==> src/rtl/pmic_pkg.sv <==
// Constants, register map and state type of the control-pin block.
// Assumes a 10 MHz reference clock and a 32.768 kHz internal tick.
package pmic_pkg;
	localparam int CLK_HZ = 10_000_000;
	localparam int SLOW_HZ = 32_768;
	localparam int SLOW_DIV = CLK_HZ / SLOW_HZ;
	localparam int DIV_W = 9;
	localparam int TCNT_W = 20;
	localparam int DATA_W = 32;
	localparam int ADDR_W = 5;

	// Times in microseconds, turned into slow ticks rounded up
	function automatic int us_to_ticks(input longint us);
		return int'((us * SLOW_HZ + 64'd999_999) / 64'd1_000_000);
	endfunction : us_to_ticks

	localparam longint FAULT_RST_US = 1_800;
	localparam longint FAULT_OFF_US = 100_000;
	localparam longint DBNC_SHORT_US = 31_250;
	localparam longint DBNC_MID_US = 125_000;
	localparam longint DBNC_LONG_US = 750_000;
	localparam longint LONG_PRESS_US = 4_000_000;
	localparam longint STBY_DLY_US = 2_000;
	localparam longint POR_LONG_US = 1_024_000;
	localparam longint POR_US [7] = '{2_000, 3_000, 4_000, 8_000,
		16_000, 32_000, 64_000};

	localparam int FAULT_RST_TICKS = us_to_ticks(FAULT_RST_US);
	localparam int FAULT_OFF_TICKS = us_to_ticks(FAULT_OFF_US);
	localparam int DBNC_SHORT_TICKS = us_to_ticks(DBNC_SHORT_US);
	localparam int DBNC_MID_TICKS = us_to_ticks(DBNC_MID_US);
	localparam int DBNC_LONG_TICKS = us_to_ticks(DBNC_LONG_US);
	localparam int LONG_PRESS_TICKS = us_to_ticks(LONG_PRESS_US);
	localparam int STBY_DLY_TICKS = us_to_ticks(STBY_DLY_US);
	localparam int POR_LONG_TICKS = us_to_ticks(POR_LONG_US);

	// Register byte offsets
	localparam logic [ADDR_W-1:0] REG_CTRL = 5'h00;
	localparam logic [ADDR_W-1:0] REG_CFG = 5'h04;
	localparam logic [ADDR_W-1:0] REG_STATUS = 5'h08;
	localparam logic [ADDR_W-1:0] REG_MASK = 5'h0c;
	localparam logic [ADDR_W-1:0] REG_SENSE = 5'h10;
	localparam logic [ADDR_W-1:0] REG_STATE = 5'h14;

	// Fields of the control and configuration registers
	localparam int CTRL_W = 5;
	localparam int CTRL_INV = 0;
	localparam int CTRL_DLY = 1;
	localparam int CTRL_DBNC = 3;
	localparam int CFG_W = 6;
	localparam int CFG_PG = 0;
	localparam int CFG_POR = 1;
	localparam int CFG_LP = 4;
	localparam logic [CTRL_W-1:0] CTRL_RST = 5'h00;
	localparam logic [CFG_W-1:0] CFG_RST = 6'h00;

	// Interrupt bits
	localparam int INT_W = 3;
	localparam int INT_PRESS = 0;
	localparam int INT_RELEASE = 1;
	localparam int INT_FAULT = 2;
	localparam logic [INT_W-1:0] MASK_RST = 3'h7;
	localparam logic [INT_W-1:0] INT_BTN = 3'h3;

	// Pin indices and idle levels
	localparam int NPIN = 5;
	localparam int PIN_STBY = 0;
	localparam int PIN_WDI = 1;
	localparam int PIN_BTN = 2;
	localparam int PIN_POWER_ON_INPUT = 3;
	localparam int PIN_FAULT = 4;
	localparam logic [NPIN-1:0] PIN_INIT = 5'h06;

	typedef enum logic [2:0] {
		st_off,
		st_start,
		st_run,
		st_hold,
		st_standby
	} pmic_state_e;
endpackage : pmic_pkg

==> src/rtl/pin_filter.sv <==
// Two-stage synchroniser and level debouncer for one input pin.
// Assumes a one-cycle slow tick enable from the parent.
`timescale 1ns/1ps
module pin_filter #(
	parameter logic INIT = 1'b0
) (
	input wire logic ref_clk,
	input wire logic reset,
	input wire logic tick,
	input wire logic pin,
	input wire logic [pmic_pkg::TCNT_W-1:0] rise_ticks,
	input wire logic [pmic_pkg::TCNT_W-1:0] fall_ticks,
	output logic level,
	output logic rise,
	output logic fall
);
	logic sync1_reg;
	logic sync2_reg;
	logic [pmic_pkg::TCNT_W-1:0] cnt_reg;
	wire differ = sync2_reg != level;
	wire [pmic_pkg::TCNT_W-1:0] thr = sync2_reg ? rise_ticks : fall_ticks;
	wire [pmic_pkg::TCNT_W-1:0] cnt_inc =
		pmic_pkg::TCNT_W'(cnt_reg + 1'b1);
	wire settle = tick & differ & (cnt_inc >= thr);

	always_ff @(posedge ref_clk) begin
		if (reset) begin
			sync1_reg <= INIT;
			sync2_reg <= INIT;
			cnt_reg <= '0;
			level <= INIT;
			rise <= 1'b0;
			fall <= 1'b0;
		end else begin
			if (tick) begin
				sync1_reg <= pin;
				sync2_reg <= sync1_reg;
			end
			if (!differ || settle)
				cnt_reg <= '0;
			else if (tick)
				cnt_reg <= cnt_inc;
			if (settle)
				level <= sync2_reg;
			rise <= settle & sync2_reg;
			fall <= settle & ~sync2_reg;
		end
	end
endmodule : pin_filter

==> src/rtl/pmic_control_pin_logic.sv <==
// Control-pin logic: standby, host reset, interrupt, watchdog, button.
// Assumes asynchronous pins, 10 MHz ref_clk and an Avalon-MM master.
//
// Local design decisions: the Avalon-MM slave port and the register offsets.
`timescale 1ns/1ps
module pmic_control_pin_logic #(
	parameter int DBNC_LONG_TICKS = pmic_pkg::DBNC_LONG_TICKS,
	parameter int LONG_PRESS_TICKS = pmic_pkg::LONG_PRESS_TICKS,
	parameter int POR_LONG_TICKS = pmic_pkg::POR_LONG_TICKS
) (
	input wire logic ref_clk,
	input wire logic reset,
	input wire logic [pmic_pkg::ADDR_W-1:0] avs_address,
	input wire logic avs_read,
	input wire logic avs_write,
	input wire logic [pmic_pkg::DATA_W-1:0] avs_writedata,
	output logic [pmic_pkg::DATA_W-1:0] avs_readdata,
	output logic avs_waitrequest,
	input wire logic standby_pin,
	input wire logic watchdog_input,
	input wire logic power_button,
	input wire logic power_on_input,
	input wire logic fault_in,
	input wire logic sequence_done,
	output logic regulators_enable,
	output logic standby_active,
	output logic host_reset_n_out,
	output logic host_reset_n_oe_n,
	output logic interrupt_out_n_out,
	output logic interrupt_out_n_oe_n
);
	localparam int TW = pmic_pkg::TCNT_W;
	localparam logic [TW-1:0] ONE_T = 20'h00001;
	localparam logic [TW-1:0] SHORT_T = TW'(pmic_pkg::DBNC_SHORT_TICKS);
	localparam logic [TW-1:0] MID_T = TW'(pmic_pkg::DBNC_MID_TICKS);
	localparam logic [TW-1:0] LONG_T = TW'(DBNC_LONG_TICKS);
	localparam logic [TW-1:0] FRST_T = TW'(pmic_pkg::FAULT_RST_TICKS);
	localparam logic [TW-1:0] FOFF_T = TW'(pmic_pkg::FAULT_OFF_TICKS);
	localparam logic [TW-1:0] SDLY_T = TW'(pmic_pkg::STBY_DLY_TICKS);
	localparam logic [TW-1:0] LP_T = TW'(LONG_PRESS_TICKS);
	localparam logic [TW-1:0] PLONG_T = TW'(POR_LONG_TICKS);
	localparam logic [TW-1:0] TMAX = '1;
	localparam logic [pmic_pkg::DIV_W-1:0] DIV_LAST =
		pmic_pkg::DIV_W'(pmic_pkg::SLOW_DIV - 1);

	////////////////////////////////////////////////////////////////////
	// Slow tick divider

	logic [pmic_pkg::DIV_W-1:0] div_reg;
	logic tick_reg;

	always_ff @(posedge ref_clk) begin
		if (reset) begin
			div_reg <= '0;
			tick_reg <= 1'b0;
		end else begin
			div_reg <= (div_reg == DIV_LAST) ? '0 :
				pmic_pkg::DIV_W'(div_reg + 1'b1);
			tick_reg <= div_reg == DIV_LAST;
		end
	end

	////////////////////////////////////////////////////////////////////
	// Registers

	logic [pmic_pkg::CTRL_W-1:0] ctrl_reg;
	logic [pmic_pkg::CFG_W-1:0] cfg_reg;
	logic [pmic_pkg::INT_W-1:0] status_reg;
	logic [pmic_pkg::INT_W-1:0] status_next;
	logic [pmic_pkg::INT_W-1:0] mask_reg;
	logic ack_reg;

	wire standby_invert = ctrl_reg[pmic_pkg::CTRL_INV];
	wire [1:0] standby_delay_select = ctrl_reg[pmic_pkg::CTRL_DLY +: 2];
	wire [1:0] button_debounce = ctrl_reg[pmic_pkg::CTRL_DBNC +: 2];
	wire power_good_reset_enable = cfg_reg[pmic_pkg::CFG_PG];
	wire [2:0] reset_release_delay = cfg_reg[pmic_pkg::CFG_POR +: 3];
	wire [1:0] long_press_time = cfg_reg[pmic_pkg::CFG_LP +: 2];

	////////////////////////////////////////////////////////////////////
	// Pin qualification

	wire [pmic_pkg::NPIN-1:0] pin_raw = {fault_in, power_on_input,
		power_button, watchdog_input, standby_pin};
	logic [pmic_pkg::NPIN-1:0] lvl;
	logic [pmic_pkg::NPIN-1:0] up;
	logic [pmic_pkg::NPIN-1:0] down;
	logic [TW-1:0] press_t;

	assign press_t = (button_debounce == 2'h2) ? MID_T :
		(button_debounce == 2'h3) ? LONG_T : SHORT_T;

	genvar gi;
	generate
		for (gi = 0; gi < pmic_pkg::NPIN; gi++) begin : g_pin
			wire is_btn = gi == pmic_pkg::PIN_BTN;
			pin_filter #(
				.INIT(pmic_pkg::PIN_INIT[gi])
			) u_filt (
				.ref_clk(ref_clk),
				.reset(reset),
				.tick(tick_reg),
				.pin(pin_raw[gi]),
				.rise_ticks(is_btn ? SHORT_T : ONE_T),
				.fall_ticks(is_btn ? press_t : ONE_T),
				.level(lvl[gi]),
				.rise(up[gi]),
				.fall(down[gi])
			);
		end
	endgenerate

	wire btn_pressed = ~lvl[pmic_pkg::PIN_BTN];
	wire standby_req = lvl[pmic_pkg::PIN_STBY] ^ standby_invert;
	wire pwr_on = lvl[pmic_pkg::PIN_POWER_ON_INPUT];
	wire fault_lvl = lvl[pmic_pkg::PIN_FAULT];
	wire wdi_low = ~lvl[pmic_pkg::PIN_WDI];

	////////////////////////////////////////////////////////////////////
	// Timers

	pmic_pkg::pmic_state_e state_reg;
	pmic_pkg::pmic_state_e state_next;
	logic [TW-1:0] fault_cnt_reg;
	logic [TW-1:0] press_cnt_reg;
	logic [TW-1:0] dly_cnt_reg;
	logic fault_seen_reg;
	logic rearm_reg;

	wire [TW-1:0] fault_inc = TW'(fault_cnt_reg + 1'b1);
	wire [TW-1:0] press_inc = TW'(press_cnt_reg + 1'b1);
	wire [TW-1:0] dly_inc = TW'(dly_cnt_reg + 1'b1);
	wire [TW-1:0] lp_limit = TW'(LP_T * (long_press_time + 3'h1));
	wire [TW-1:0] stby_limit = TW'(SDLY_T * standby_delay_select);
	wire [TW-1:0] por_limit;

	assign por_limit = (reset_release_delay == 3'h7) ? PLONG_T :
		TW'(pmic_pkg::us_to_ticks(64'd0) +
		pmic_pkg::us_to_ticks(pmic_pkg::POR_US[reset_release_delay]));

	wire fault_rst = fault_cnt_reg >= FRST_T;
	wire fault_kill = power_good_reset_enable & (fault_cnt_reg > FOFF_T);
	wire long_hit = press_cnt_reg > lp_limit;
	wire sys_on = (state_reg == pmic_pkg::st_run) |
		(state_reg == pmic_pkg::st_hold) |
		(state_reg == pmic_pkg::st_standby);
	wire wdi_kill = wdi_low & sys_on;
	wire turn_off = (state_reg != pmic_pkg::st_off) & ~pwr_on;
	wire force_off = long_hit | fault_kill | wdi_kill | turn_off;
	wire counting = (state_reg == pmic_pkg::st_start) ? sequence_done :
		(state_reg == pmic_pkg::st_hold);

	always_ff @(posedge ref_clk) begin
		if (reset) begin
			fault_cnt_reg <= '0;
			press_cnt_reg <= '0;
			dly_cnt_reg <= '0;
		end else begin
			if (!fault_lvl)
				fault_cnt_reg <= '0;
			else if (tick_reg && fault_cnt_reg != TMAX)
				fault_cnt_reg <= fault_inc;
			if (!btn_pressed)
				press_cnt_reg <= '0;
			else if (tick_reg && press_cnt_reg != TMAX)
				press_cnt_reg <= press_inc;
			if (state_next != state_reg || !counting)
				dly_cnt_reg <= '0;
			else if (tick_reg && dly_cnt_reg != TMAX)
				dly_cnt_reg <= dly_inc;
		end
	end

	////////////////////////////////////////////////////////////////////
	// System state

	wire por_done = dly_cnt_reg >= por_limit;
	wire start_ok = ~(power_good_reset_enable & fault_seen_reg);

	always_comb begin
		state_next = state_reg;
		case (state_reg)
			pmic_pkg::st_off: begin
				if (pwr_on && !rearm_reg)
					state_next = pmic_pkg::st_start;
			end
			pmic_pkg::st_start: begin
				if (sequence_done && por_done && start_ok)
					state_next = pmic_pkg::st_run;
			end
			pmic_pkg::st_run: begin
				if (standby_req)
					state_next = (standby_delay_select == 2'h0) ?
						pmic_pkg::st_standby : pmic_pkg::st_hold;
			end
			pmic_pkg::st_hold: begin
				if (!standby_req)
					state_next = pmic_pkg::st_run;
				else if (dly_cnt_reg >= stby_limit)
					state_next = pmic_pkg::st_standby;
			end
			pmic_pkg::st_standby: begin
				if (!standby_req)
					state_next = pmic_pkg::st_run;
			end
			default: state_next = pmic_pkg::st_off;
		endcase
		if (force_off)
			state_next = pmic_pkg::st_off;
	end

	always_ff @(posedge ref_clk) begin
		if (reset) begin
			state_reg <= pmic_pkg::st_off;
			fault_seen_reg <= 1'b0;
			rearm_reg <= 1'b0;
		end else begin
			state_reg <= state_next;
			if (state_reg == pmic_pkg::st_off)
				fault_seen_reg <= 1'b0;
			else if (state_reg == pmic_pkg::st_start && fault_lvl)
				fault_seen_reg <= 1'b1;
			if (force_off)
				rearm_reg <= 1'b1;
			else if (!pwr_on)
				rearm_reg <= 1'b0;
		end
	end

	////////////////////////////////////////////////////////////////////
	// Pin outputs

	wire sys_off = (state_reg == pmic_pkg::st_off) |
		(state_reg == pmic_pkg::st_start);
	wire rst_assert = sys_off | (power_good_reset_enable & fault_rst);
	wire int_assert = |(status_next & ~mask_reg);

	always_ff @(posedge ref_clk) begin
		if (reset) begin
			host_reset_n_out <= 1'b0;
			host_reset_n_oe_n <= 1'b0;
			interrupt_out_n_out <= 1'b0;
			interrupt_out_n_oe_n <= 1'b1;
			regulators_enable <= 1'b0;
			standby_active <= 1'b0;
		end else begin
			host_reset_n_out <= 1'b0;
			host_reset_n_oe_n <= ~rst_assert;
			interrupt_out_n_out <= 1'b0;
			interrupt_out_n_oe_n <= ~int_assert;
			regulators_enable <= state_next != pmic_pkg::st_off;
			standby_active <= state_next == pmic_pkg::st_standby;
		end
	end

	////////////////////////////////////////////////////////////////////
	// Avalon slave

	wire req = avs_read | avs_write;
	wire wr_go = avs_write & ack_reg;
	wire sel_ctrl = avs_address == pmic_pkg::REG_CTRL;
	wire sel_cfg = avs_address == pmic_pkg::REG_CFG;
	wire sel_status = avs_address == pmic_pkg::REG_STATUS;
	wire sel_mask = avs_address == pmic_pkg::REG_MASK;
	wire sel_sense = avs_address == pmic_pkg::REG_SENSE;
	wire sel_state = avs_address == pmic_pkg::REG_STATE;
	wire [pmic_pkg::INT_W-1:0] clr = (wr_go & sel_status) ?
		avs_writedata[pmic_pkg::INT_W-1:0] : '0;
	wire [pmic_pkg::INT_W-1:0] set = {up[pmic_pkg::PIN_FAULT],
		up[pmic_pkg::PIN_BTN], down[pmic_pkg::PIN_BTN]};
	wire [pmic_pkg::INT_W-1:0] off_clr =
		(state_reg == pmic_pkg::st_off) ? pmic_pkg::INT_BTN : '0;
	wire [pmic_pkg::NPIN-1:0] sense = {fault_lvl, pwr_on, btn_pressed,
		wdi_low, standby_req};
	wire [pmic_pkg::DATA_W-1:0] rd_mux =
		sel_ctrl ? pmic_pkg::DATA_W'(ctrl_reg) :
		sel_cfg ? pmic_pkg::DATA_W'(cfg_reg) :
		sel_status ? pmic_pkg::DATA_W'(status_reg) :
		sel_mask ? pmic_pkg::DATA_W'(mask_reg) :
		sel_sense ? pmic_pkg::DATA_W'(sense) :
		sel_state ? pmic_pkg::DATA_W'(state_reg) : '0;

	// Set wins over a same-cycle clear
	assign status_next = (status_reg & ~clr & ~off_clr) | set;
	assign avs_waitrequest = req & ~ack_reg;

	always_ff @(posedge ref_clk) begin
		if (reset) begin
			ack_reg <= 1'b0;
			avs_readdata <= '0;
		end else begin
			ack_reg <= req & ~ack_reg;
			if (avs_read && !ack_reg)
				avs_readdata <= rd_mux;
		end
	end

	always_ff @(posedge ref_clk) begin
		if (reset) begin
			ctrl_reg <= pmic_pkg::CTRL_RST;
			cfg_reg <= pmic_pkg::CFG_RST;
			mask_reg <= pmic_pkg::MASK_RST;
			status_reg <= '0;
		end else begin
			status_reg <= status_next;
			if (wr_go && sel_ctrl)
				ctrl_reg <= avs_writedata[pmic_pkg::CTRL_W-1:0];
			if (wr_go && sel_cfg)
				cfg_reg <= avs_writedata[pmic_pkg::CFG_W-1:0];
			if (wr_go && sel_mask)
				mask_reg <= avs_writedata[pmic_pkg::INT_W-1:0];
		end
	end
endmodule : pmic_control_pin_logic

==> config.mk <==
export PLATFORM = sky130hd
export DESIGN_NAME = pmic_control_pin_logic
export DESIGN_NICKNAME = d
export VERILOG_FILES = /design/src/rtl/pmic_pkg.sv /design/src/rtl/pin_filter.sv /design/src/rtl/pmic_control_pin_logic.sv
export SDC_FILE = /design/constraint.sdc
export NUM_CORES = 1
export LEC_CHECK = 0
export ABC_AREA = 1
export BUFFER_PORTS_ARGS = -buffer_cell sky130_fd_sc_hd__buf_4
export CAP_MARGIN = 20
export CELL_PAD_IN_SITES_DETAIL_PLACEMENT = 1
export CELL_PAD_IN_SITES_GLOBAL_PLACEMENT = 2
export CORE_MARGIN = 1.5
export CORE_UTILIZATION = 35
export DETAILED_ROUTE_END_ITERATION = 8
export HOLD_SLACK_MARGIN = 0.02
export PLACE_DENSITY = 0.8
export SYNTH_ARGS = -nofsm -noshare
export SYNTH_HDL_FRONTEND = slang
export SYNTH_SLANG_ARGS = --single-unit
==> constraint.sdc <==
create_clock -name ref_clk -period 12.7 [get_ports ref_clk]
set_clock_uncertainty 0.1 [all_clocks]
set_input_delay 1.905 -clock ref_clk [delete_from_list [all_inputs] [get_ports ref_clk]]
set_output_delay 1.905 -clock ref_clk [all_outputs]
set_load 0.02 [all_outputs]
# Word level (Yosys, flattened, before mapping)
# Memories as Yosys holds them, arrays and structs flattened.
# Cells that the tools add are included.
dict set report word_totals {
  ff_bits 247
  mem_bits_ro 512
  input_bits 47
  memories 1
}
# name words width read_ports rd_ports_with_merged_regs wr line_no
set memory_table {}
lappend memory_table {{(no name shown)} 8 64 1 0 0 pmic_control_pin_logic.sv:139} ;# pmic_pkg::us_to_ticks(pmic_pkg::POR_US[reset_release_delay]));
dict set report classes {
  n_addsub 11
  n_mul 1
  div_mod_pow 1
  order_cmp 11
  eq_ne 24
  mux 26
  n_bitwise 47
  reduce_logical 41
}
# operator n
set op_table {}
lappend op_table {{20-bit by 1-bit adder with 20-bit output, second input constant} 8}
lappend op_table {{49-bit two-way mux} 2}
lappend op_table {{20-bit by 1-bit greater-or-equal comparator with 1-bit output, second input constant} 4}
lappend op_table {{64-bit by 20-bit adder with 64-bit output, second input constant} 1}
lappend op_table {{64-bit by 20-bit divider with 64-bit output, second input constant} 1}
lappend op_table {{20-bit != test, second input constant} 3}
lappend op_table {{15-bit two-way mux} 3}
lappend op_table {{20-bit greater-or-equal comparator} 2}
lappend op_table {{3-bit two-way mux} 10}
lappend op_table {{1-bit AND} 21}
lappend op_table {{20-bit by 6-bit greater-or-equal comparator with 1-bit output, second input constant} 1}
lappend op_table {{20-bit by 9-bit greater-or-equal comparator with 1-bit output} 1}
lappend op_table {{20-bit by 12-bit > comparator with 1-bit output, second input constant} 1}
lappend op_table {{20-bit > comparator} 1}
lappend op_table {{20-bit two-way mux} 1}
lappend op_table {{2-bit OR reduction} 10}
lappend op_table {{5-bit two-way mux} 3}
lappend op_table {{3-bit case mux with 5 select lines} 1}
lappend op_table {{6-bit two-way mux} 2}
lappend op_table {{1-bit logical AND} 11}
lappend op_table {{5-bit by 4-bit == test with 1-bit output, second input constant} 2}
lappend op_table {{5-bit == test, second input constant} 2}
lappend op_table {{9-bit by 1-bit adder with 9-bit output, second input constant} 1}
lappend op_table {{3-bit AND} 3}
lappend op_table {{28 further kinds} 67}

# Longest topological paths before layout
# Gate-level depths: netlist (run 1).
dict set report depth {
  word_depth 16
  mapped_depth 83
}

# Cells and area by module
# A second synthesis (run 1) with hierarchy kept.
dict set report unflattened {
  hier_cells 3051
  area_unflattened_um2 19661.4
}
# mod n_inst cells_each area_each_um2
set by_module_without_submodules {}
lappend by_module_without_submodules {pmic_control_pin_logic 1 1387 8727.1}
lappend by_module_without_submodules {{pin_filter at g_pin[3].u_filt ...} 2 342 2229.6}
lappend by_module_without_submodules {{pin_filter at g_pin[0].u_filt} 1 337 2234.6}
lappend by_module_without_submodules {{pin_filter at g_pin[2].u_filt} 1 326 2137.0}
lappend by_module_without_submodules {{pin_filter at g_pin[1].u_filt} 1 317 2103.3}

# Worst setup path before layout (run 1)
# OpenSTA, ideal clock, no wires.
dict set report synth_timing {
  kind {reg-to-reg}
  startpoint {register cfg_reg[2] in the netlist's numbering}
  endpoint {register dly_cnt_reg[10]}
  t_arrival_ns 8.651
  required_ns 12.520
  slack_ns 3.869
  stages_incl_launch_ff 78
  period_less_slack_ns 8.831
  path_cell_list {dfxtp_1 > buf_6 > inv_2 > ha_1 > nand2_2 > o21bai_2 > ha_1 > nand4_1 > nand3_2 > nor2_2 > nand3_2 > nand3_4 > nand3_4 > nand2_4 > buf_8 > ha_1 > or2_2 > nand2_1 > [42 not listed] > o21a_1 > o21ai_0 > nand2_1 > a21oi_1 > o21bai_1 > a21oi_1 > nor2_1 > nor2_1 > nor3_1 > a2111oi_0 > o211ai_1 > nand3_1 > nand2_1 > a31o_2 > nand2_1 > o211ai_1 > clkbuf_1 > nor3b_1}
}
dict set report synth_via {
  elab_chain_cells 16
}
# item line_no
set synth_lines {}
lappend synth_lines {{from (decl)} pmic_control_pin_logic.sv:67} ;# logic [pmic_pkg::CFG_W-1:0] cfg_reg;
lappend synth_lines {{from (signal assigned)} pmic_control_pin_logic.sv:301} ;# cfg_reg <= pmic_pkg::CFG_RST;
lappend synth_lines {{from (signal assigned)} pmic_control_pin_logic.sv:309} ;# cfg_reg <= avs_writedata[pmic_pkg::CFG_W-1:0];
lappend synth_lines {{3-bit inverter with 4-bit output (implied by the code)} pmic_control_pin_logic.sv:139}
lappend synth_lines {{memory read 8 x 64 bit} n/a}
lappend synth_lines {{49-bit two-way mux (implied by the code) (2 in series)} pmic_control_pin_logic.sv:139}
lappend synth_lines {{64-bit by 20-bit adder with 64-bit output} pmic_pkg.sv:14} ;# return int'((us * SLOW_HZ + 64'd999_999) / 64'd1_000_000);
lappend synth_lines {{64-bit by 20-bit divider with 64-bit output} pmic_pkg.sv:14}
lappend synth_lines {{20-bit two-way mux (*)} pmic_control_pin_logic.sv:137} ;# assign por_limit = (reset_release_delay == 3'h7) ? PLONG_T :
lappend synth_lines {{20-bit greater-or-equal comparator (*)} pmic_control_pin_logic.sv:177} ;# wire por_done = dly_cnt_reg >= por_limit;
lappend synth_lines {{1-bit logical AND (*) (2 in series)} pmic_control_pin_logic.sv:188} ;# if (sequence_done && por_done && start_ok)
lappend synth_lines {{3-bit two-way mux (*)} pmic_control_pin_logic.sv:188}
lappend synth_lines {{3-bit case mux with 5 select lines (*)} pmic_control_pin_logic.sv:182} ;# case (state_reg)
lappend synth_lines {{3-bit two-way mux (*)} pmic_control_pin_logic.sv:208} ;# if (force_off)
lappend synth_lines {{3-bit != test (*)} pmic_control_pin_logic.sv:167} ;# if (state_next != state_reg || !counting)
lappend synth_lines {{1-bit logical OR (*)} pmic_control_pin_logic.sv:167}
lappend synth_lines {{2-bit OR reduction (no line) (*)} n/a}
lappend synth_lines {{to (signal assigned)} pmic_control_pin_logic.sv:170} ;# dly_cnt_reg <= dly_inc;
lappend synth_lines {{to (decl)} pmic_control_pin_logic.sv:126} ;# logic [TW-1:0] dly_cnt_reg;
# Mark *: on every way between the ends. The rest lies on a longest branch, timed or not. The select of a mux whose other input is x is not followed.
# A chain may end at the register's enable or synchronous reset.

# Final worst setup path (run 1)
dict set report layout_timing {
  startpoint {register cfg_reg[2] in the netlist's numbering}
  endpoint {register dly_cnt_reg[4]}
}
# The elaborated chain is that of the path after synthesis.

==> metrics, run 1 <==
crit-path max cell delay 0.68 ns; placed cell count 2722; P&R area growth vs syn 9.95%; Root Buffer clkbuf_16; htree depth 1; Yosys reg bits 221; hold path depth 1; antenna diode count 0; Distinct cells, synth 59; total negative setup slack 0 ns; Cell Rows 75; crit path launch type flip-flop; max-capacitance violation count 0; Initial DRC Count 510; RSZ-0062 raised after global routing false; Hold Crit Class reg2reg; Resize count post-CTS 0; critical path required time 13.08 ns; post-synth top area share 0.298; Reg area 0.00443 mm^2; CTS buffer count 28; Final #Nets 2323; Core Box Area 0.0419 mm^2; largest net degree at the start of global routing 105; Finish-stage setup viols 0; Setup crit end kind flip-flop; status finished clean; Synth Instances 2201; Lkg Pwr 6.38 nW; Via density 5.03; FF-to-FF End dly_cnt_reg[4]; global-route wire length before repair 69800 um; worst-path maximum fanout 20; drt first pass iters 4; Final Cycle Share 0.886; hold buffers post-CTS 0; layout cells sized above 1 0.0926; sequential area share after synthesis 0.298; most common library cells after synthesis nand2_1, nor2_1, inv_1; setup bufs post-CTS 0; WL/cell 14.8 um; Buffers on Ports 31; via count 13954; initial cell density of the core 0.354; die width 209 um; PD cells 102 mW/mm^2; number of flip-flops in the largest register 100; DRC violation count after routing 0; initial antenna violation count 0; Slew @ Worst Pin 0.992 ns; Post-synth EDFFs 0; Max Slew Vio Count 0; maximum vdd drop 0.0778 mV; Syn Area/Cell 6.75 um^2; Min-Delay Endpoint div_reg[0]; Num Clock Sinks 221; Overflow after GRT 0; most numerous cell on the critical path nand2_1; Final Critical Period 11.25 ns; Routability Congestion 0.803; warnings from Yosys 0; Yosys top cell by area dfxtp_1; Synth Flop Type dfxtp_1; Max Fclk 0.0889 GHz; FF-to-FF setup slack 1.45 ns; Crit Path Class reg2reg; Slew headroom 0.336; CTS clk-pin slew, worst paths 0.06 ns; Post-Syn Area 0.0148 mm^2; Crit-path slowest cell dfxtp_1; Hold Startpoint div_reg[0]; GRT Util Overall 0.190; FF-to-FF Start cfg_reg[2]; top cells by area, synth dfxtp_1, nand2_1, nor2_1; TritonCTS clock tree yes; Final Instance Count excl. Fillers 2775; endpoints failing hold 0; most common cell in the synthesized netlist nand2_1; vias in the first global route 14209; worst reg2reg path depth 74; die height 209 um; clock buffer depth 3; Ports 86; Multi-input gate area 0.00894 mm^2; die area 0.0437 mm^2; critical path arrival 11.64 ns; FFs w/ async S/R, synth 0; Detailed Route WL 41000 um; hpwl dp 30800 um; post-route ant nets 0; worst skew pair latency 0.58 ns; # fillers 5390
==> cell usage in the layout (no fill, tap or decap), types with 8 or more instances in the layout <==
cell type  instances
nand2_4           10
nand4_1           52
nand3_2           14
dfxtp_1          220
xnor2_1           21
clkbuf_16         28
ha_1              62
nor2_2            11
inv_1            263
inv_2             20
o21ai_0           65
clkinv_2           8
conb_1            28
nor3b_1           12
nand2_1          410
nor4_1            31
o21ai_1            8
nor3_1            61
or2_2             14
xor2_1            92
a21oi_1          143
nand2_2           32
o211ai_1          11
nand3_1          153
o21a_1            10
a211oi_1          45
nor2_1           284
buf_4             39
==> logic make-up after synthesis <==
logic type                 synth area share
AOI/OAI and AO/OA                     0.126
muxes                              0.000674
DFF                                   0.298
xor gates and xnor gates             0.0667
adders and majority gates            0.0522
other                              0.000253
buffers and inverters                 0.107
and+or+nand+nor                       0.349
==> where the power goes <==
group | internal [W] | leakage [nW] | switching (W) | total [W]
sequential | 0.000695 | 1.78 | 0.00000198 | 0.000697
combinational | 0.0000614 | 4.17 | 0.000142 | 0.000203
clock | 0.000433 | 0.426 | 0.000330 | 0.000763
==> worst max path at each step <==
stage	start	end	slack [ns]	cells past startpoint
after floorplan	cfg_reg[2]	dly_cnt_reg[10]	3.87	77
after global placement	cfg_reg[2]	dly_cnt_reg[4]	1.63	74
after detailed placement	cfg_reg[2]	dly_cnt_reg[4]	1.35	74
after CTS	cfg_reg[2]	dly_cnt_reg[4]	1.29	74
after global routing	cfg_reg[2]	dly_cnt_reg[2]	0.30	74
final	cfg_reg[2]	dly_cnt_reg[4]	1.45	74
==> layer usage <==
| layer | up-vias | track usage | routed length, um |
|---|---|---|---|
| met5 | - | 0 | 0 |
| met4 | 0 | 0.0410 | 765 |
| met3 | 47 | 0.0228 | 942 |
| met2 | 100 | 0.336 | 19600 |
| met1 | 6611 | 0.246 | 19700 |
| li1 | 7196 | - | - |
==> worst max-delay path, delay by kind of cell (launching register included) <==
kind | cells | cell delay [ns]
AOI/OAI and AO/OA | 15 | 2.78
xor gates and xnor gates | 1 | 0.20
adders and majority gates | 6 | 1.47
buffers and inverters | 7 | 0.82
DFF | 1 | 0.68
and+or+nand+nor | 45 | 5.07
==> per-stage QoR <==
stage | total power (W) | hold WS [ns] | cell area (um^2) | worst slack [ns] | util
4_1_cts | 0.00170 | 0.374 | 16300 | 1.29 | 0.389
5_1_grt | 0.00175 | 0.389 | 16300 | 0.296 | 0.389
3_5_place_dp | 0.000918 | 0.360 | 15400 | 1.35 | 0.368
6_report | 0.00166 | 0.366 | 16300 | 1.45 | 0.389
3_3_place_gp | 0.000913 | 0.344 | 15400 | 1.63 | 0.368
2_1_floorplan | 0.000875 | 0.324 | 14900 | 3.87 | -
==> cell type report <==
type	count	area share
Sequential cell	221	0.271
Clock buffer	39	0.0479
Clock inverter	13	0.00636
Inverter	288	0.0663
Timing Repair Buffer	40	0.0192
Multi-Input combinational cell	1635	0.548
Tap cell	539	0.0413
Power figures use the tool's default switching activity.
==> run 2: changes to the inputs <==
--- a/config.mk
+++ b/config.mk
@@ -5,16 +5,16 @@
 export SDC_FILE = /design/constraint.sdc
 export NUM_CORES = 1
 export LEC_CHECK = 0
-export ABC_AREA = 1
+export ABC_AREA = 0
 export BUFFER_PORTS_ARGS = -buffer_cell sky130_fd_sc_hd__buf_4
 export CAP_MARGIN = 20
 export CELL_PAD_IN_SITES_DETAIL_PLACEMENT = 1
 export CELL_PAD_IN_SITES_GLOBAL_PLACEMENT = 2
 export CORE_MARGIN = 1.5
-export CORE_UTILIZATION = 35
+export CORE_UTILIZATION = 37
 export DETAILED_ROUTE_END_ITERATION = 8
 export HOLD_SLACK_MARGIN = 0.02
-export PLACE_DENSITY = 0.8
+export PLACE_DENSITY = 0.79
 export SYNTH_ARGS = -nofsm -noshare
 export SYNTH_HDL_FRONTEND = slang
 export SYNTH_SLANG_ARGS = --single-unit
==> run 2 against run 1 <==
Flip-flop and latch count stayed put. First-iteration DRC count is 2.0% higher. Sequential power hardly changed. Combinational power is 72% lower. Global-route usage is 0.67 points higher. Maximum frequency is 2.4% lower. Utilization is 2.6 points higher. Register-to-register slack worse by 0.28 ns. Synthesized cell count is 14% lower. Cell count is 12% lower. Worst hold slack worse by 0.0017 ns. Largest cell class unchanged. Highest routed layer unchanged.
==> metrics, run 2 <==
Max Fclk 0.0867 GHz; most numerous cell on the critical path a21oi_1; clock share of power 0.530; endpoints failing hold 0; Syn Area/Cell 7.85 um^2; clock buffer depth 3; Distinct cells, synth 114; Post-synth EDFFs 0; Detailed Route WL 40500 um; sequential area share after synthesis 0.297; FF-to-FF setup slack 1.17 ns; crit-path max cell delay 0.46 ns; Core Box Area 0.0397 mm^2; die height 204 um; initial cell density of the core 0.375; Slew @ Worst Pin 0.908 ns; Crit Path Class reg2reg; TritonCTS clock tree yes; total negative setup slack 0 ns; Root Buffer clkbuf_16; Via density 5.45; combinational power share 0.035; post-synth top area share 0.297; global-route wire length before repair 68500 um; maximum vdd drop 0.0789 mV; Cell Rows 73; die area 0.0415 mm^2; DRC violation count after routing 0; worst-path maximum fanout 20; Overflow after GRT 0; Initial DRC Count 520; Synth Instances 1900; worst reg2reg path depth 57; post-layout util 0.415; Synth Flop Type dfxtp_1; WL/cell 16.6 um; worst skew pair latency 0.54 ns; CTS buffer count 27; internal power 0.00125 W; drt first pass iters 5; status finished clean; CTS clk-pin slew, worst paths 0.06 ns; FF-to-FF End dly_cnt_reg[10]; vias in the first global route 13385; most common cell in the synthesized netlist nor2_1; most frequent cells in the layout nor2_1, dfxtp_1, nand2_1; most common cell after layout, fill and taps aside nor2_1; Final #Nets 2001; htree depth 1; FF-to-FF Start cfg_reg[1]; Yosys reg bits 221; via count 13263; top cells by area, synth dfxtp_1, nor2_1, xor2_1; max-capacitance violation count 0; warnings from Yosys 0; layout cells sized above 1 0.0833; die width 204 um; Ports 86; Routability Congestion 0.815; critical path arrival 11.90 ns; Buffers on Ports 31; largest net degree at the start of global routing 63; critical path required time 13.07 ns; Yosys top cell by area dfxtp_1; Lkg Pwr 5.70 nW; hpwl dp 29800 um; Num Clock Sinks 221; most common library cells after synthesis nor2_1, dfxtp_1, nand2_1; Crit-path slowest cell dfxtp_2; FFs w/ async S/R, synth 0; Post-Syn Area 0.0149 mm^2; Max Slew Vio Count 0; Finish-stage setup viols 0; Final Critical Period 11.53 ns; Hold Crit Class reg2reg; PD cells 97.2 mW/mm^2; P&R area growth vs syn 10.7%; number of flip-flops in the largest register 100; Sw Share 0.218; Slew headroom 0.388; part of the power in registers 0.435; CP endpoint dly_cnt_reg[10]; RSZ-0062 raised after global routing false; post-route ant nets 0; initial antenna violation count 1; Setup crit end kind flip-flop; crit path launch type flip-flop; Final Cycle Share 0.908; Worst Setup SP cfg_reg[1]; GRT Util Overall 0.197; NetSw 0.000349 W
-- run 2: cell types whose count changed after synthesis, moves of 40 or more --
cell,before,now
nand2_1,410,170
inv_1,264,51
nand3_1,153,70
a21oi_1,143,64
xnor2_1,21,87
and3_1,4,44
-- run 2: cell families (layout without fill, tap and decap cells) --
kind of cell / count (synthesis) / after routing / synth area share
adders and majority gates: 62 / 62 / 0.0520
buffers and inverters: 163 / 144 / 0.0508
muxes: 40 / 40 / 0.0283
DFF: 221 / 221 / 0.297
other: 1 / 29 / 0.000251
and+or+nand+nor: 867 / 867 / 0.283
AOI/OAI and AO/OA: 329 / 329 / 0.159
xor gates and xnor gates: 217 / 217 / 0.130
-- run 2: routing by layer --
layer  share of wire  vias to the layer above  global-route usage
li1                -                     6642                   -
met1            0.48                     6440               0.260
met2            0.47                      127               0.335
met3           0.032                       54              0.0292
met4           0.021                        0              0.0460
met5               0                        -                   0
-- run 2: cell type report --
| type | count | area, um^2 |
|---|---|---|
| antenna | 1 | 2.50 |
| clock buffer | 32 | 714 |
| clock inverter | 13 | 253 |
| fill | 4826 | 23200 |
| inverter | 58 | 223 |
| multi-input combinational | 1543 | 9920 |
| sequential | 221 | 4430 |
| tap | 525 | 657 |
| timing repair buffer | 41 | 308 |
-- run 2: through the flow --
step / area (um^2) / hold slack [ns] / std cells / power (W) / setup WS, ns
3_5_place_dp: 15500 / 0.355 / 2388 / 0.000770 / 0.566
4_1_cts: 16400 / 0.367 / 2433 / 0.00163 / 0.460
2_1_floorplan: 15000 / 0.324 / 1927 / 0.000757 / 2.35
3_3_place_gp: 15500 / 0.338 / 2388 / 0.000769 / 0.923
6_report: 16500 / 0.364 / 2434 / 0.00160 / 1.17
5_1_grt: 16500 / 0.386 / 2433 / 0.00166 / 0.0507
-- run 2: worst min-delay path by stage --
stage,from,end,slack (ns),cells past startpoint
finish,g_pin[1].u_filt.sync1_reg,g_pin[1].u_filt.sync2_reg,0.36,1
global route,g_pin[1].u_filt.sync1_reg,g_pin[1].u_filt.sync2_reg,0.39,1
CTS,rearm_reg,rearm_reg,0.37,2
detailed placement,g_pin[2].u_filt.sync1_reg,g_pin[2].u_filt.sync2_reg,0.36,1
global placement,g_pin[1].u_filt.sync1_reg,g_pin[1].u_filt.sync2_reg,0.34,1
floorplan,g_pin[2].u_filt.rise,status_reg[1],0.32,2
-- run 2: worst max-delay path: cells and delay by family, from the launching register on --
kind,cells,cell delay (ns)
compound gates,29,5.87
flops,1,0.46
buf+inv,7,1.15
xor+xnor,1,0.14
fa+ha+maj,6,1.80
simple gates,14,1.93
-- run 2: power groups by stage --
stage | clock network, W | logic, W | registers, W
4_1_cts | 0.000876 | 0.0000570 | 0.000697
6_report | 0.000850 | 0.0000568 | 0.000698
3_3_place_gp | 0 | 0.0000559 | 0.000713
2_1_floorplan | 0 | 0.0000433 | 0.000714
5_1_grt | 0.000904 | 0.0000623 | 0.000697
3_5_place_dp | 0 | 0.0000569 | 0.000713
-- run 2: repair_timing --
| item | CTS | global route |
|---|---|---|
| resized for setup | 0 | 15 |
| setup buffers | 0 | 0 |
| hold buffers | 0 | 0 |
| endpoints found under the setup margin | 0 | 22 |
==> run 3: changes to the inputs <==
--- a/config.mk
+++ b/config.mk
@@ -8,7 +8,7 @@
 export ABC_AREA = 0
 export BUFFER_PORTS_ARGS = -buffer_cell sky130_fd_sc_hd__buf_4
 export CAP_MARGIN = 20
-export CELL_PAD_IN_SITES_DETAIL_PLACEMENT = 1
+export CELL_PAD_IN_SITES_DETAIL_PLACEMENT = 2
 export CELL_PAD_IN_SITES_GLOBAL_PLACEMENT = 2
 export CORE_MARGIN = 1.5
 export CORE_UTILIZATION = 37
==> run 3 against run 2 <==
First-iteration DRC count increased by 0.96%. Sequential share of layout area hardly changed. Cell count rose by 0.16%. Highest routed layer unchanged. Global-route usage up 2.5 points. Largest power group unchanged. Routed wire length increased by 14%. Critical path depth shrank 2.
==> metrics, run 3 (synthesis results as in run 2) <==
status finished clean; worst skew pair latency 0.56 ns; vias in the first global route 14733; CTS buffer count 27; hpwl dp 33300 um; worst-path maximum fanout 20; met3 GRT Util 0.0331; worst reg2reg path depth 55; via count 13708; Buffers on Ports 31; Final Instance Count excl. Fillers 2438; post-route ant nets 0; Finish-stage setup viols 0; Via density 5.62; max-capacitance violation count 0; layout cells sized above 1 0.0878; CP Depth 55; maximum vdd drop 0.0909 mV; Slew @ Worst Pin 0.913 ns; Initial DRC Count 525; antenna diode count 0; DRC violation count after routing 0; Reg area 0.00443 mm^2; Crit-path slowest cell or4_4; most common cell after layout, fill and taps aside nor2_1; Root Buffer clkbuf_16; Detailed Route WL 46100 um; die width 204 um; GRT Util Overall 0.221; Setup crit end kind flip-flop; hold path depth 1; FF-to-FF setup slack 0.81 ns; Crit Path Class reg2reg; TritonCTS clock tree yes; met2 usage 0.392; hold buffers post-CTS 0; drt first pass iters 5; initial antenna violation count 0; number of flip-flops in the largest register 100; Max Fclk 0.0841 GHz; family with the most delay on the worst path compound AO/OA/AOI/OAI gates; CTS clk-pin slew, worst paths 0.06 ns; Worst Path Buf+Inv 6; Hold Crit Class reg2reg; Num Clock Sinks 221; Cell Rows 73; crit path launch type flip-flop; die area 0.0415 mm^2; Final Cycle Share 0.936; critical path required time 13.09 ns; htree depth 1; P&R area growth vs syn 10.7%; Slew headroom 0.385; most frequent cells in the layout nor2_1, dfxtp_1, nand2_1; Multi-input gate area 0.00995 mm^2; crit-path max cell delay 0.62 ns; # fillers 4515; Final #Nets 2003; endpoints failing hold 0; most used routing layer met2; met1 GRT Util 0.277; WL/cell 18.9 um; Final Critical Period 11.89 ns; Max Slew Vio Count 0; Overflow after GRT 0; critical path arrival 12.29 ns; post-layout util 0.416; Routability Congestion 0.815; largest net degree at the start of global routing 63; PD cells 94.9 mW/mm^2; clock buffer depth 3; die height 204 um; Ports 86; Core Box Area 0.0397 mm^2; placed cell count 2388; Lkg Pwr 5.71 nW; initial cell density of the core 0.375; most numerous cell on the critical path a21oi_1; global-route wire length before repair 76600 um
[run 3: changes by cell type in the layout (fill, tap and decap cells not counted), sizes merged]
cell	change
clkbuf	+1
buf	+2
bufinv	-3
clkinv	+7
inv	-1
diode	-1
clkinvlp	-1
[run 3: layout make-up]
| cell class | instances | area share |
|---|---|---|
| Multi-Input combinational cell | 1543 | 0.603 |
| Sequential cell | 221 | 0.268 |
| Clock buffer | 33 | 0.0447 |
| Tap cell | 525 | 0.0398 |
| Timing Repair Buffer | 43 | 0.0195 |
| Inverter | 58 | 0.0135 |
| Clock inverter | 15 | 0.0117 |
[run 3: per-stage QoR]
stage	cell area [um^2]	setup WS [ns]	hold WS, ns	total power (W)	TNS, ns
2_1_floorplan	15000	2.35	0.324	0.000757	0
3_3_place_gp	15500	0.923	0.338	0.000769	0
3_5_place_dp	15500	0.388	0.352	0.000771	0
4_1_cts	16400	0.230	0.371	0.00159	0
5_1_grt	16500	-0.0512	0.396	0.00163	-0.222
6_report	16500	0.807	0.366	0.00157	0
[run 3: metal layers]
layer,wire length (um),vias up
met2,22500,161
met3,1670,70
met5,0,-
met4,1170,0
li1,-,6635
met1,20700,6842
[run 3: repair_timing]
item                       CTS  global route
hold endpoints to repair     0             0
gates resized for setup      0            20
buffers inserted             0             2
setup endpoints to repair    0            23
[run 3: final timing paths]
check                                                  to                      start
worst max-delay path                      dly_cnt_reg[19]                 cfg_reg[1]
worst min-delay path            g_pin[2].u_filt.sync2_reg  g_pin[2].u_filt.sync1_reg
worst max register to register            dly_cnt_reg[19]                 cfg_reg[1]
worst min register to register  g_pin[2].u_filt.sync2_reg  g_pin[2].u_filt.sync1_reg
[run 3: where the power goes]
part / total [W] / internal (W) / switching [W]
logic: 0.0000588 / 0.0000186 / 0.0000402
clock network: 0.000811 / 0.000494 / 0.000317
registers: 0.000698 / 0.000695 / 0.00000229
